[src/cpm_pkg.sv]
// Shared constants and types of the macrocell array
`default_nettype none
package cpm_pkg;
   // ****************************************
   // Array dimensions
   // ****************************************
   localparam int NUM_TERMS = 137;
   localparam int CELLS_PER_GROUP = 8;
   localparam int NUM_CELLS = 16;
   localparam int NUM_IN_CELLS = 20;
   localparam int NUM_QUADS = 5;
   localparam int NUM_ECS = 2;
   localparam int BORROW_SLOTS = 6;
   // ****************************************
   // Product term budgets
   // ****************************************
   localparam int G1_NATIVE = 3;
   localparam int G2_NATIVE = 4;
   localparam int G1_BORROW = 6;
   localparam int G2LO_BORROW = 5;
   localparam int G2HI_BORROW = 6;
   // ****************************************
   // Product term index map
   // ****************************************
   localparam int G1_BASE = 0;
   localparam int G2_BASE = 24;
   localparam int OE_BASE = 56;
   localparam int CLK_BASE = 72;
   localparam int PRE_BASE = 88;
   localparam int CLR_BASE = 104;
   localparam int IN_CLK_BASE = 120;
   localparam int ECS_BASE = 125;
   // ****************************************
   // MCU register select codes
   // ****************************************
   localparam logic [2:0] SEL_FIRST_CELLS = 3'h0;
   localparam logic [2:0] SEL_SECOND_CELLS = 3'h1;
   localparam logic [2:0] SEL_FIRST_MASK = 3'h2;
   localparam logic [2:0] SEL_SECOND_MASK = 3'h3;
   localparam logic [2:0] SEL_INPUT_A = 3'h4;
   localparam logic [2:0] SEL_INPUT_B = 3'h5;
   localparam logic [2:0] SEL_INPUT_C = 3'h6;
   // ****************************************
   // Reset values
   // ****************************************
   localparam logic [7:0] MASK_RESET = 8'h00;
   localparam logic [7:0] BYTE_ZERO = 8'h00;
   // ****************************************
   // Types
   // ****************************************
   typedef enum logic [1:0] {
      FF_D = 2'b00,
      FF_T = 2'b01,
      FF_JK = 2'b10,
      FF_SR = 2'b11
   } cpm_ff_t;
   typedef enum logic [1:0] {
      IN_PASS = 2'b00,
      IN_LATCH = 2'b01,
      IN_REG = 2'b10
   } cpm_in_mode_t;
endpackage
`default_nettype wire

[src/cpm_macrocell_array.sv]
// Macrocell array: term allocation, output and input cells, MCU access
`timescale 1ns/1ns
`default_nettype none
module cpm_macrocell_array (
   input wire logic clk,
   input wire logic sys_rst,
   input wire logic [cpm_pkg::NUM_TERMS-1:0] term_in,
   input wire logic cell_clock_pin,
   input wire logic ale,
   input wire logic [2:0] mcu_sel,
   input wire logic mcu_wr,
   input wire logic mcu_rd,
   input wire logic [7:0] mcu_wdata,
   output logic [7:0] mcu_rdata,
   input wire logic cfg_level_load,
   input wire logic [31:0] cfg_ff_type,
   input wire logic [15:0] cfg_invert,
   input wire logic [15:0] cfg_comb,
   input wire logic [15:0] cfg_pin_clk,
   input wire logic [95:0] cfg_borrow,
   input wire logic [15:0] cfg_expand_en,
   input wire logic [47:0] cfg_expand_src,
   input wire logic [15:0] cfg_clr_pair,
   input wire logic [15:0] cfg_route,
   input wire logic [15:0] cfg_is_output,
   input wire logic [15:0] cfg_node_only,
   input wire logic [15:0] cfg_oe_defined,
   input wire logic [39:0] cfg_in_mode,
   input wire logic [4:0] cfg_in_ale,
   input wire logic [7:0] dir_a,
   input wire logic [7:0] dir_b,
   input wire logic [7:0] dir_c,
   input wire logic [7:0] port_a_in,
   input wire logic [7:0] port_b_in,
   input wire logic [7:0] port_c_in,
   output logic [7:0] port_a_out,
   output logic [7:0] port_a_oe,
   output logic [7:0] port_b_out,
   output logic [7:0] port_b_oe,
   output logic [7:0] port_c_out,
   output logic [7:0] port_c_oe,
   output logic [cpm_pkg::NUM_ECS-1:0] external_chip_selects,
   output logic [cpm_pkg::NUM_CELLS-1:0] feedback,
   output logic [cpm_pkg::NUM_IN_CELLS-1:0] input_bus
);
   import cpm_pkg::*;

   // ****************************************
   // Declarations
   // ****************************************
   logic [7:0] pa_meta_reg, pa_sync_reg;
   logic [7:0] pb_meta_reg, pb_sync_reg;
   logic [7:0] pc_meta_reg, pc_sync_reg;
   logic clkpin_meta_reg, clkpin_sync_reg, clkpin_prev_reg;
   logic pin_rise;
   logic [NUM_CELLS-1:0] term_clk_prev_reg;
   logic wr_prev_reg;
   logic [2:0] wr_sel_reg;
   logic [7:0] wr_data_reg;
   logic wr_event;
   logic [2:0] ev_sel;
   logic [7:0] ev_data;
   logic [7:0] mask1_reg, mask2_reg;
   logic [NUM_CELLS-1:0] load_vec;
   logic [NUM_CELLS-1:0] ff_q;
   logic [NUM_CELLS-1:0] cell_out;
   logic [NUM_CELLS-1:0] expand_reg;
   logic [NUM_IN_CELLS-1:0] in_out;
   logic [7:0] read_mux;
   logic [7:0] rdata_reg;
   logic [7:0] pa_out_next, pa_oe_next, pb_out_next, pb_oe_next;
   logic [7:0] pc_out_next, pc_oe_next;
   logic [7:0] pa_out_reg, pa_oe_reg, pb_out_reg, pb_oe_reg;
   logic [7:0] pc_out_reg, pc_oe_reg;
   logic [NUM_ECS-1:0] ecs_reg;
   logic [NUM_CELLS-1:0] drives_pin;
   logic [NUM_CELLS-1:0] cell_oe;
   wire [3:0] nat [NUM_CELLS];
   wire [3:0] keep [NUM_CELLS];
   wire [2:0] req_lo [NUM_CELLS];
   wire [2:0] req_hi [NUM_CELLS];
   wire [2:0] gl [NUM_CELLS];
   wire [2:0] gu [NUM_CELLS];

   // ****************************************
   // Pin synchronisers
   // ****************************************
   // Two flops on every pin input
   always_ff @(posedge clk) begin
      if (sys_rst) begin
         pa_meta_reg <= BYTE_ZERO;
         pa_sync_reg <= BYTE_ZERO;
         pb_meta_reg <= BYTE_ZERO;
         pb_sync_reg <= BYTE_ZERO;
         pc_meta_reg <= BYTE_ZERO;
         pc_sync_reg <= BYTE_ZERO;
         clkpin_meta_reg <= 1'b0;
         clkpin_sync_reg <= 1'b0;
         clkpin_prev_reg <= 1'b0;
      end else begin
         pa_meta_reg <= port_a_in;
         pa_sync_reg <= pa_meta_reg;
         pb_meta_reg <= port_b_in;
         pb_sync_reg <= pb_meta_reg;
         pc_meta_reg <= port_c_in;
         pc_sync_reg <= pc_meta_reg;
         clkpin_meta_reg <= cell_clock_pin;
         clkpin_sync_reg <= clkpin_meta_reg;
         clkpin_prev_reg <= clkpin_sync_reg;
      end
   end

   // Rising edge of the cell clock pin
   assign pin_rise = clkpin_sync_reg & ~clkpin_prev_reg;

   // Previous value of each clock term
   always_ff @(posedge clk) begin
      if (sys_rst)
         term_clk_prev_reg <= '0;
      else
         term_clk_prev_reg <= term_in[CLK_BASE +: NUM_CELLS];
   end

   // ****************************************
   // MCU write path
   // ****************************************
   // Capture select and data while strobe is active
   always_ff @(posedge clk) begin
      if (sys_rst) begin
         wr_prev_reg <= 1'b0;
         wr_sel_reg <= 3'h0;
         wr_data_reg <= BYTE_ZERO;
      end else begin
         wr_prev_reg <= mcu_wr;
         if (mcu_wr) begin
            wr_sel_reg <= mcu_sel;
            wr_data_reg <= mcu_wdata;
         end
      end
   end

   // Level mode loads each active cycle, edge mode at trailing edge
   assign wr_event = cfg_level_load ? mcu_wr : (wr_prev_reg & ~mcu_wr);
   assign ev_sel = cfg_level_load ? mcu_sel : wr_sel_reg;
   assign ev_data = cfg_level_load ? mcu_wdata : wr_data_reg;

   // Mask registers
   always_ff @(posedge clk) begin
      if (sys_rst) begin
         mask1_reg <= MASK_RESET;
         mask2_reg <= MASK_RESET;
      end else if (wr_event && ev_sel == SEL_FIRST_MASK) begin
         mask1_reg <= ev_data;
      end else if (wr_event && ev_sel == SEL_SECOND_MASK) begin
         mask2_reg <= ev_data;
      end
   end

   // Per-cell load strobes gated by the masks
   assign load_vec[7:0] = {8{wr_event && ev_sel == SEL_FIRST_CELLS}}
      & ~mask1_reg;
   assign load_vec[15:8] = {8{wr_event && ev_sel == SEL_SECOND_CELLS}}
      & ~mask2_reg;

   // ****************************************
   // Term allocator and output cells
   // ****************************************
   for (genvar c = 0; c < NUM_CELLS; c++) begin : g_cell
      localparam int K = c % CELLS_PER_GROUP;
      localparam int G = c / CELLS_PER_GROUP;
      localparam int NAT = (G == 0) ? G1_NATIVE : G2_NATIVE;
      localparam int BASE = (G == 0) ? G1_BASE + K * G1_NATIVE
         : G2_BASE + K * G2_NATIVE;
      localparam int BUDGET = (G == 0) ? G1_BORROW
         : (K < 4) ? G2LO_BORROW : G2HI_BORROW;
      localparam logic [3:0] KBIT = 4'(1 << (NAT - 1));
      logic two_in;
      logic [3:0] own_mask;
      logic own_sum, lo_sum, hi_sum, sum_all, k_term;
      logic clk_event, clear_in;
      logic [3:0] exp_idx;

      // Native terms of this cell
      for (genvar j = 0; j < 4; j++) begin : g_nat
         if (j < NAT) begin : g_on
            assign nat[c][j] = term_in[BASE + j];
         end else begin : g_off
            assign nat[c][j] = 1'b0;
         end
      end

      // Borrow requests limited to neighbours and budget
      for (genvar s = 0; s < 3; s++) begin : g_slot
         if (K > 0 && s < BUDGET) begin : g_lo
            assign req_lo[c][s] = cfg_borrow[c * BORROW_SLOTS + s];
         end else begin : g_nlo
            assign req_lo[c][s] = 1'b0;
         end
         if (K < CELLS_PER_GROUP - 1 && 3 + s < BUDGET) begin : g_hi
            assign req_hi[c][s] = cfg_borrow[c * BORROW_SLOTS + 3 + s];
         end else begin : g_nhi
            assign req_hi[c][s] = 1'b0;
         end
         // Grants: lower neighbour first, then upper, then owner
         if (K > 0) begin : g_gl
            assign gl[c][s] = req_hi[c - 1][s];
         end else begin : g_ngl
            assign gl[c][s] = 1'b0;
         end
         if (K < CELLS_PER_GROUP - 1) begin : g_gu
            assign gu[c][s] = req_lo[c + 1][s] & ~gl[c][s];
         end else begin : g_ngu
            assign gu[c][s] = 1'b0;
         end
         assign keep[c][s] = ~gl[c][s] & ~gu[c][s];
      end
      assign keep[c][3] = 1'b1;

      // Borrowed terms granted by the neighbours
      if (K > 0) begin : g_lsum
         assign lo_sum = |(gu[c - 1] & nat[c - 1][2:0]);
      end else begin : g_nlsum
         assign lo_sum = 1'b0;
      end
      if (K < CELLS_PER_GROUP - 1) begin : g_hsum
         assign hi_sum = |(gl[c + 1] & nat[c + 1][2:0]);
      end else begin : g_nhsum
         assign hi_sum = 1'b0;
      end

      // JK and SR use the last native term as second input
      assign two_in = cfg_ff_type[2 * c + 1];
      assign own_mask = two_in ? ~KBIT : 4'hf;
      assign own_sum = |(nat[c] & keep[c] & own_mask);
      assign k_term = nat[c][NAT - 1] & keep[c][NAT - 1];

      // Expansion through a consumed cell of the same group
      assign exp_idx = {G[0], cfg_expand_src[3 * c +: 3]};
      always_ff @(posedge clk) begin
         if (sys_rst)
            expand_reg[c] <= 1'b0;
         else
            expand_reg[c] <= cell_out[exp_idx];
      end
      assign sum_all = own_sum | lo_sum | hi_sum
         | (cfg_expand_en[c] & expand_reg[c]);

      // Clock from pin edge or term edge
      assign clk_event = cfg_pin_clk[c] ? pin_rise
         : (term_in[CLK_BASE + c] & ~term_clk_prev_reg[c]);

      // Clear from one or two terms
      assign clear_in = term_in[CLR_BASE + c]
         | (cfg_clr_pair[c] & term_in[CLR_BASE + (c ^ 1)]);

      cpm_out_cell u_cell (
         .clk(clk),
         .sys_rst(sys_rst),
         .sum_in(sum_all),
         .k_in(k_term),
         .ff_type(cpm_ff_t'(cfg_ff_type[2 * c +: 2])),
         .invert(cfg_invert[c]),
         .comb_sel(cfg_comb[c]),
         .clk_event(clk_event),
         .preset(term_in[PRE_BASE + c]),
         .clear(clear_in),
         .load(load_vec[c]),
         .load_data(ev_data[K]),
         .ff_q(ff_q[c]),
         .cell_out(cell_out[c])
      );

      // Pin use and driver enable
      assign drives_pin[c] = cfg_is_output[c] & ~cfg_node_only[c];
      assign cell_oe[c] = cfg_oe_defined[c] ? term_in[OE_BASE + c]
         : 1'b1;
   end

   // Every cell feeds back into the array, node or not
   assign feedback = cell_out;

   // ****************************************
   // Pin routing
   // ****************************************
   for (genvar n = 0; n < 8; n++) begin : g_pin
      logic a_own, b1_own, b2_own, c_own;
      assign a_own = drives_pin[n] & ~cfg_route[n];
      assign b1_own = drives_pin[n] & cfg_route[n];
      assign b2_own = drives_pin[8 + n] & ~cfg_route[8 + n] & ~b1_own;
      if (n == 2 || n == 3 || n == 4 || n == 7) begin : g_c
         assign c_own = drives_pin[8 + n] & cfg_route[8 + n];
      end else begin : g_nc
         assign c_own = 1'b0;
      end
      assign pa_out_next[n] = a_own & cell_out[n];
      assign pa_oe_next[n] = (a_own & cell_oe[n]) | dir_a[n];
      assign pb_out_next[n] = b1_own ? cell_out[n]
         : (b2_own & cell_out[8 + n]);
      assign pb_oe_next[n] = (b1_own & cell_oe[n])
         | (b2_own & cell_oe[8 + n]) | dir_b[n];
      assign pc_out_next[n] = c_own & cell_out[8 + n];
      assign pc_oe_next[n] = (c_own & cell_oe[8 + n]) | dir_c[n];
   end

   // Registered pin drive
   always_ff @(posedge clk) begin
      if (sys_rst) begin
         pa_out_reg <= BYTE_ZERO;
         pa_oe_reg <= BYTE_ZERO;
         pb_out_reg <= BYTE_ZERO;
         pb_oe_reg <= BYTE_ZERO;
         pc_out_reg <= BYTE_ZERO;
         pc_oe_reg <= BYTE_ZERO;
      end else begin
         pa_out_reg <= pa_out_next;
         pa_oe_reg <= pa_oe_next;
         pb_out_reg <= pb_out_next;
         pb_oe_reg <= pb_oe_next;
         pc_out_reg <= pc_out_next;
         pc_oe_reg <= pc_oe_next;
      end
   end
   assign port_a_out = pa_out_reg;
   assign port_a_oe = pa_oe_reg;
   assign port_b_out = pb_out_reg;
   assign port_b_oe = pb_oe_reg;
   assign port_c_out = pc_out_reg;
   assign port_c_oe = pc_oe_reg;

   // Chip selects registered from terms, one cycle late
   always_ff @(posedge clk) begin
      if (sys_rst)
         ecs_reg <= '0;
      else
         ecs_reg <= term_in[ECS_BASE +: NUM_ECS];
   end
   assign external_chip_selects = ecs_reg;

   // ****************************************
   // Input cells
   // ****************************************
   for (genvar q = 0; q < NUM_QUADS; q++) begin : g_quad
      logic [3:0] pins;
      if (q == 0) begin : g_a0
         assign pins = pa_sync_reg[3:0];
      end else if (q == 1) begin : g_a1
         assign pins = pa_sync_reg[7:4];
      end else if (q == 2) begin : g_b0
         assign pins = pb_sync_reg[3:0];
      end else if (q == 3) begin : g_b1
         assign pins = pb_sync_reg[7:4];
      end else begin : g_c
         assign pins = {pc_sync_reg[7], pc_sync_reg[4:2]};
      end
      cpm_in_quad u_quad (
         .clk(clk),
         .sys_rst(sys_rst),
         .pin_in(pins),
         .term_enable(term_in[IN_CLK_BASE + q]),
         .ale(ale),
         .use_ale(cfg_in_ale[q]),
         .mode_bits(cfg_in_mode[8 * q +: 8]),
         .cell_out(in_out[4 * q +: 4])
      );
   end
   assign input_bus = in_out;

   // ****************************************
   // MCU read path
   // ****************************************
   always_comb begin
      case (mcu_sel)
         SEL_FIRST_CELLS: read_mux = ff_q[7:0];
         SEL_SECOND_CELLS: read_mux = ff_q[15:8];
         SEL_FIRST_MASK: read_mux = mask1_reg;
         SEL_SECOND_MASK: read_mux = mask2_reg;
         SEL_INPUT_A: read_mux = in_out[7:0];
         SEL_INPUT_B: read_mux = in_out[15:8];
         SEL_INPUT_C: read_mux = {in_out[19], 2'b00, in_out[18:16], 2'b00};
         default: read_mux = BYTE_ZERO;
      endcase
   end

   // Read data register, zero when no read
   always_ff @(posedge clk) begin
      if (sys_rst)
         rdata_reg <= BYTE_ZERO;
      else
         rdata_reg <= mcu_rd ? read_mux : BYTE_ZERO;
   end
   assign mcu_rdata = rdata_reg;
endmodule // cpm_macrocell_array
`default_nettype wire

[src/cpm_out_cell.sv]
// One output macrocell: polarity, storage element and output select
`timescale 1ns/1ns
`default_nettype none
module cpm_out_cell (
   input wire logic clk,
   input wire logic sys_rst,
   input wire logic sum_in,
   input wire logic k_in,
   input wire cpm_pkg::cpm_ff_t ff_type,
   input wire logic invert,
   input wire logic comb_sel,
   input wire logic clk_event,
   input wire logic preset,
   input wire logic clear,
   input wire logic load,
   input wire logic load_data,
   output logic ff_q,
   output logic cell_out
);
   import cpm_pkg::*;
   logic xor_out;
   logic ff_reg;
   logic ff_next;

   // Polarity inverter on the summed terms
   assign xor_out = sum_in ^ invert;

   // Next state per storage type
   always_comb begin
      ff_next = ff_reg;
      case (ff_type)
         FF_D: ff_next = xor_out;
         FF_T: ff_next = ff_reg ^ xor_out;
         FF_JK: ff_next = (xor_out & ~ff_reg) | (~k_in & ff_reg);
         FF_SR: ff_next = xor_out | (ff_reg & ~k_in);
         default: ff_next = ff_reg;
      endcase
   end

   // MCU load first, then clear, preset, clock
   always_ff @(posedge clk) begin
      if (sys_rst)
         ff_reg <= 1'b0;
      else if (load)
         ff_reg <= load_data;
      else if (clear)
         ff_reg <= 1'b0;
      else if (preset)
         ff_reg <= 1'b1;
      else if (clk_event)
         ff_reg <= ff_next;
   end

   // Registered or combinational result
   assign ff_q = ff_reg;
   assign cell_out = comb_sel ? xor_out : ff_reg;
endmodule // cpm_out_cell
`default_nettype wire

[src/cpm_in_quad.sv]
// Four input macrocells sharing one latch enable or register clock
`timescale 1ns/1ns
`default_nettype none
module cpm_in_quad (
   input wire logic clk,
   input wire logic sys_rst,
   input wire logic [3:0] pin_in,
   input wire logic term_enable,
   input wire logic ale,
   input wire logic use_ale,
   input wire logic [7:0] mode_bits,
   output logic [3:0] cell_out
);
   import cpm_pkg::*;
   logic enable;
   logic en_prev_reg;
   logic en_rise;
   logic [3:0] hold_reg;

   // Enable source: product term or address strobe
   assign enable = use_ale ? ale : term_enable;
   assign en_rise = enable & ~en_prev_reg;

   // Edge detect of the shared enable
   always_ff @(posedge clk) begin
      if (sys_rst)
         en_prev_reg <= 1'b0;
      else
         en_prev_reg <= enable;
   end

   // Per cell latch, register or pass-through
   for (genvar i = 0; i < 4; i++) begin : g_cell
      cpm_in_mode_t mode;
      assign mode = cpm_in_mode_t'(mode_bits[2*i +: 2]);
      always_ff @(posedge clk) begin
         if (sys_rst)
            hold_reg[i] <= 1'b0;
         else if ((mode == IN_LATCH && enable) || (mode == IN_REG && en_rise))
            hold_reg[i] <= pin_in[i];
      end
      always_comb begin
         case (mode)
            IN_LATCH: cell_out[i] = enable ? pin_in[i] : hold_reg[i];
            IN_REG: cell_out[i] = hold_reg[i];
            default: cell_out[i] = pin_in[i];
         endcase
      end
   end
endmodule // cpm_in_quad
`default_nettype wire

[config.mk]
export PLATFORM = sky130hd
export DESIGN_NAME = cpm_macrocell_array
export DESIGN_NICKNAME = d
export VERILOG_FILES = /design/src/cpm_pkg.sv /design/src/cpm_macrocell_array.sv /design/src/cpm_out_cell.sv /design/src/cpm_in_quad.sv
export SDC_FILE = /design/constraint.sdc
export NUM_CORES = 1
export LEC_CHECK = 0
export ABC_AREA = 1
export BUFFER_PORTS_ARGS = -buffer_cell sky130_fd_sc_hd__buf_2
export CORE_AREA = 3 3 255 257
export DETAILED_ROUTE_END_ITERATION = 8
export DIE_AREA = 0 0 258 260
export HOLD_SLACK_MARGIN = 0.05
export SLEW_MARGIN = 20
export SYNTH_ARGS = -nofsm -noshare
export SYNTH_HDL_FRONTEND = slang
export SYNTH_SLANG_ARGS = --single-unit
export TNS_END_PERCENT = 30
[constraint.sdc]
create_clock -name clk -period 2.35 [get_ports clk]
set_input_delay 0.3525 -clock clk [delete_from_list [all_inputs] [get_ports clk]]
set_output_delay 0.3525 -clock clk [all_outputs]
set_load 0.02 [all_outputs]
==> out/results.txt <==
Status = finished clean
CTS tree = built
Final setup violation count = 0
Reg2Reg Depth = 17
Largest area contributor in the synthesized netlist = dfxtp_1
Detailed Route WL = 67.85 mm
Max FFs per register = 20
Die area = 0.06708 mm2
Most common cell in the netlist = nand2_1
Vias post-DR = 17.49k
Iter 0 DRT Violations = 1225
Area of the core = 0.06297 mm2
Core Rows = 92
Crit share post-route = 0.9662
GR Util All Layers = 0.1926
Leakage power = 0.01089 uW
Net count, final = 3678
Pre-antenna DRT Iters = 9
CP cell instances = inv_1 -> or2_2 -> nand2_1 -> buf_2
Slew Limit Fails = 0
Via density = 4.458
DP HPWL = 57.03 mm
Pin count of the biggest net entering global routing = 91
CP max stage cell = dfxtp_1
CTS sink cnt = 198
Routed Antenna Nets = 0
Pre-CTS WS = -0.08813 ns
Die Y = 260 um
CTS Buffer Depth = 2
Largest cells by area after synthesis = dfxtp_1 28%, nand2_1 14%, inv_1 12%
Sw Share = 0.3719
Syn avg cell area = 5.902 um2
Yosys reg bits = 198
Antenna violations before repair = 24
CTS buffer count = 17
Sequential-to-total area share from yosys stat = 0.2841
CP Capture Type = output port
CP required = 2.00 ns
Setup TNS = 0 ns
Io pins = 662
Asr flop ratio synth = 0
Htree depth = 4
Number of setup buffers added after CTS = 0
Sequential power share = 0.369
Critical-path maximum fanout = 9
WHS = 0.09850 ns
Distinct cells, synth = 43
Worst min-delay path class = in2reg
EDFF count, synth = 0
Fmax = 440.4 MHz
CP bufs+invs = 2
Post-layout min period = 2.271 ns
Finished Layout Cells = 3923
Synth Flop Type = dfxtp_1
Critical path type = reg2out
Setup slack after layout = 0.07941 ns
Comb power frac = 0.289
Crit path launch type = flop
Gate count after technology mapping = 2364
Clock root buffer = clkbuf_16
Initial Util = 0.2216
Fillers = 7037
Port Buffers = 627
Crit path DAT = 1.92 ns
Max-Cap Viols = 0
Cell family with most CP delay = simple AND/OR/NAND/NOR gates
DR WL/cell = 17.30 um
Hold Path Stages = 3
Area growth, synth to finish = 39.91%
Mapped Area = 0.01395 mm2
Rel. slew slack = 0.4782
Clock share of power = 0.341
Vias in the first global route = 16.09k
PD cells = 504.4 mW/mm2
CTS clk-pin slew, worst paths = 0.10 ns
Hold Violations, Final = 0
Worst VDD drop = 615.7 uV
Remaining Overflow, GRT = 0
Stages on worst setup path = 4
RSZ-0062 raised after global routing = true
Slowest stage delay, CP = 0.50 ns
Die Span X = 258 um
P_sw = 3662 uW
DRC errors left = 0
Placed cells = 3827
Worst-skew pair later-pin latency = 0.51 ns
Layout Skew = 0.01628 ns
Top cells by count, synth = 523 x nand2_1, 459 x inv_1, 279 x nor2_1
Routability cong. = 0.9628
Fraction of layout cells with a size suffix above 1 = 0.2573
First-pass GRT wire length = 96.42 mm
Share of the synthesized area in the top cell type = 0.2841
Syn. warnings = 0
Cell internal pwr = 6184 uW
Overall power = 9845 uW
Worst slew pin tran = 0.7746 ns
-- worst reg2reg max path, cell delays in order (launching register included) --
cell      delay, ns
dfxtp_1        0.31
nand2_1        0.05
nand2_1        0.07
nor2_2         0.11
nand2_1        0.07
nor2_2         0.11
nand3_1        0.11
nand2_1        0.10
inv_1          0.05
ha_1           0.26
a21oi_1        0.06
o21bai_2       0.19
o21ai_0        0.08
nand2_1        0.08
o21ai_2        0.08
nand2_1        0.08
a21oi_2        0.13
nor2_1         0.04
-- logic make-up after synthesis --
group | share of synthesized area
buf+inv | 0.1551
simple gates | 0.3637
flops | 0.2841
fa+ha+maj | 0.05022
compound gates | 0.1466
other cells | 0.0002688
-- worst paths after layout --
check	startpoint	endpoint	slack, ns
setup reg to reg	expand_reg[2]	g_cell[2].u_cell.ff_q	0.25
hold / removal	dir_a[0]	port_a_oe[0]	0.1
hold reg to reg	pa_meta_reg[0]	pa_sync_reg[0]	0.40
setup / recovery	g_cell[8].u_cell.ff_q	feedback[8]	0.08
-- repair_timing --
action,CTS,global route
hold endpoints to repair,54,0
hold buffers,54,0
resized for setup,7,18
endpoints found under the setup margin,5,11
pin swaps,0,2
-- layout make-up --
class / instances / area, um2 / area share
sequential: 198 / 3965 / 0.2031
antenna: 10 / 25.02 / 0.001282
clock buffer: 17 / 425.4 / 0.02179
clock inverter: 15 / 216.5 / 0.01109
inverter: 481 / 1808 / 0.09262
multi-input combinational: 1620 / 7913 / 0.4054
tap: 846 / 1059 / 0.05423
timing repair buffer: 736 / 4109 / 0.2105
-- metal layers --
layer / up-vias / global-route usage / share of wire
met5: - / 0 / 0.0014
met4: 14 / 0.06217 / 0.027
met3: 97 / 0.05151 / 0.079
met2: 659 / 0.3315 / 0.48
met1: 7866 / 0.2330 / 0.41
li1: 8854 / - / -
-- cells in the final DEF, fill, tap and decap left out, types with 22 or more instances in the layout --
cell type and instances:
a21oi_1 132, buf_2 625, buf_4 56, dfxtp_1 197
dlygate4sd3_1 54, ha_1 56, inv_1 458, inv_2 22
nand2_1 517, nand3_1 261, nand4_1 27, nor2_1 274
o21ai_0 172, o22ai_1 31
-- metrics by stage --
step,util,area [um2]
floorplan,-,13960
global placement,0.2896,18240
detailed placement,0.2896,18240
CTS,0.3088,19440
global route,0.3099,19520
finish,0.3100,19520
-- power groups by stage --
stage | logic, uW | registers (uW) | clock network [uW]
after global routing | 3200 | 3660 | 3630
after global placement | 2710 | 3710 | 0
after CTS | 2830 | 3640 | 3520
final | 2850 | 3640 | 3360
after floorplan | 1460 | 3730 | 0
after detailed placement | 2750 | 3710 | 0
Power figures use the tool's default switching activity.
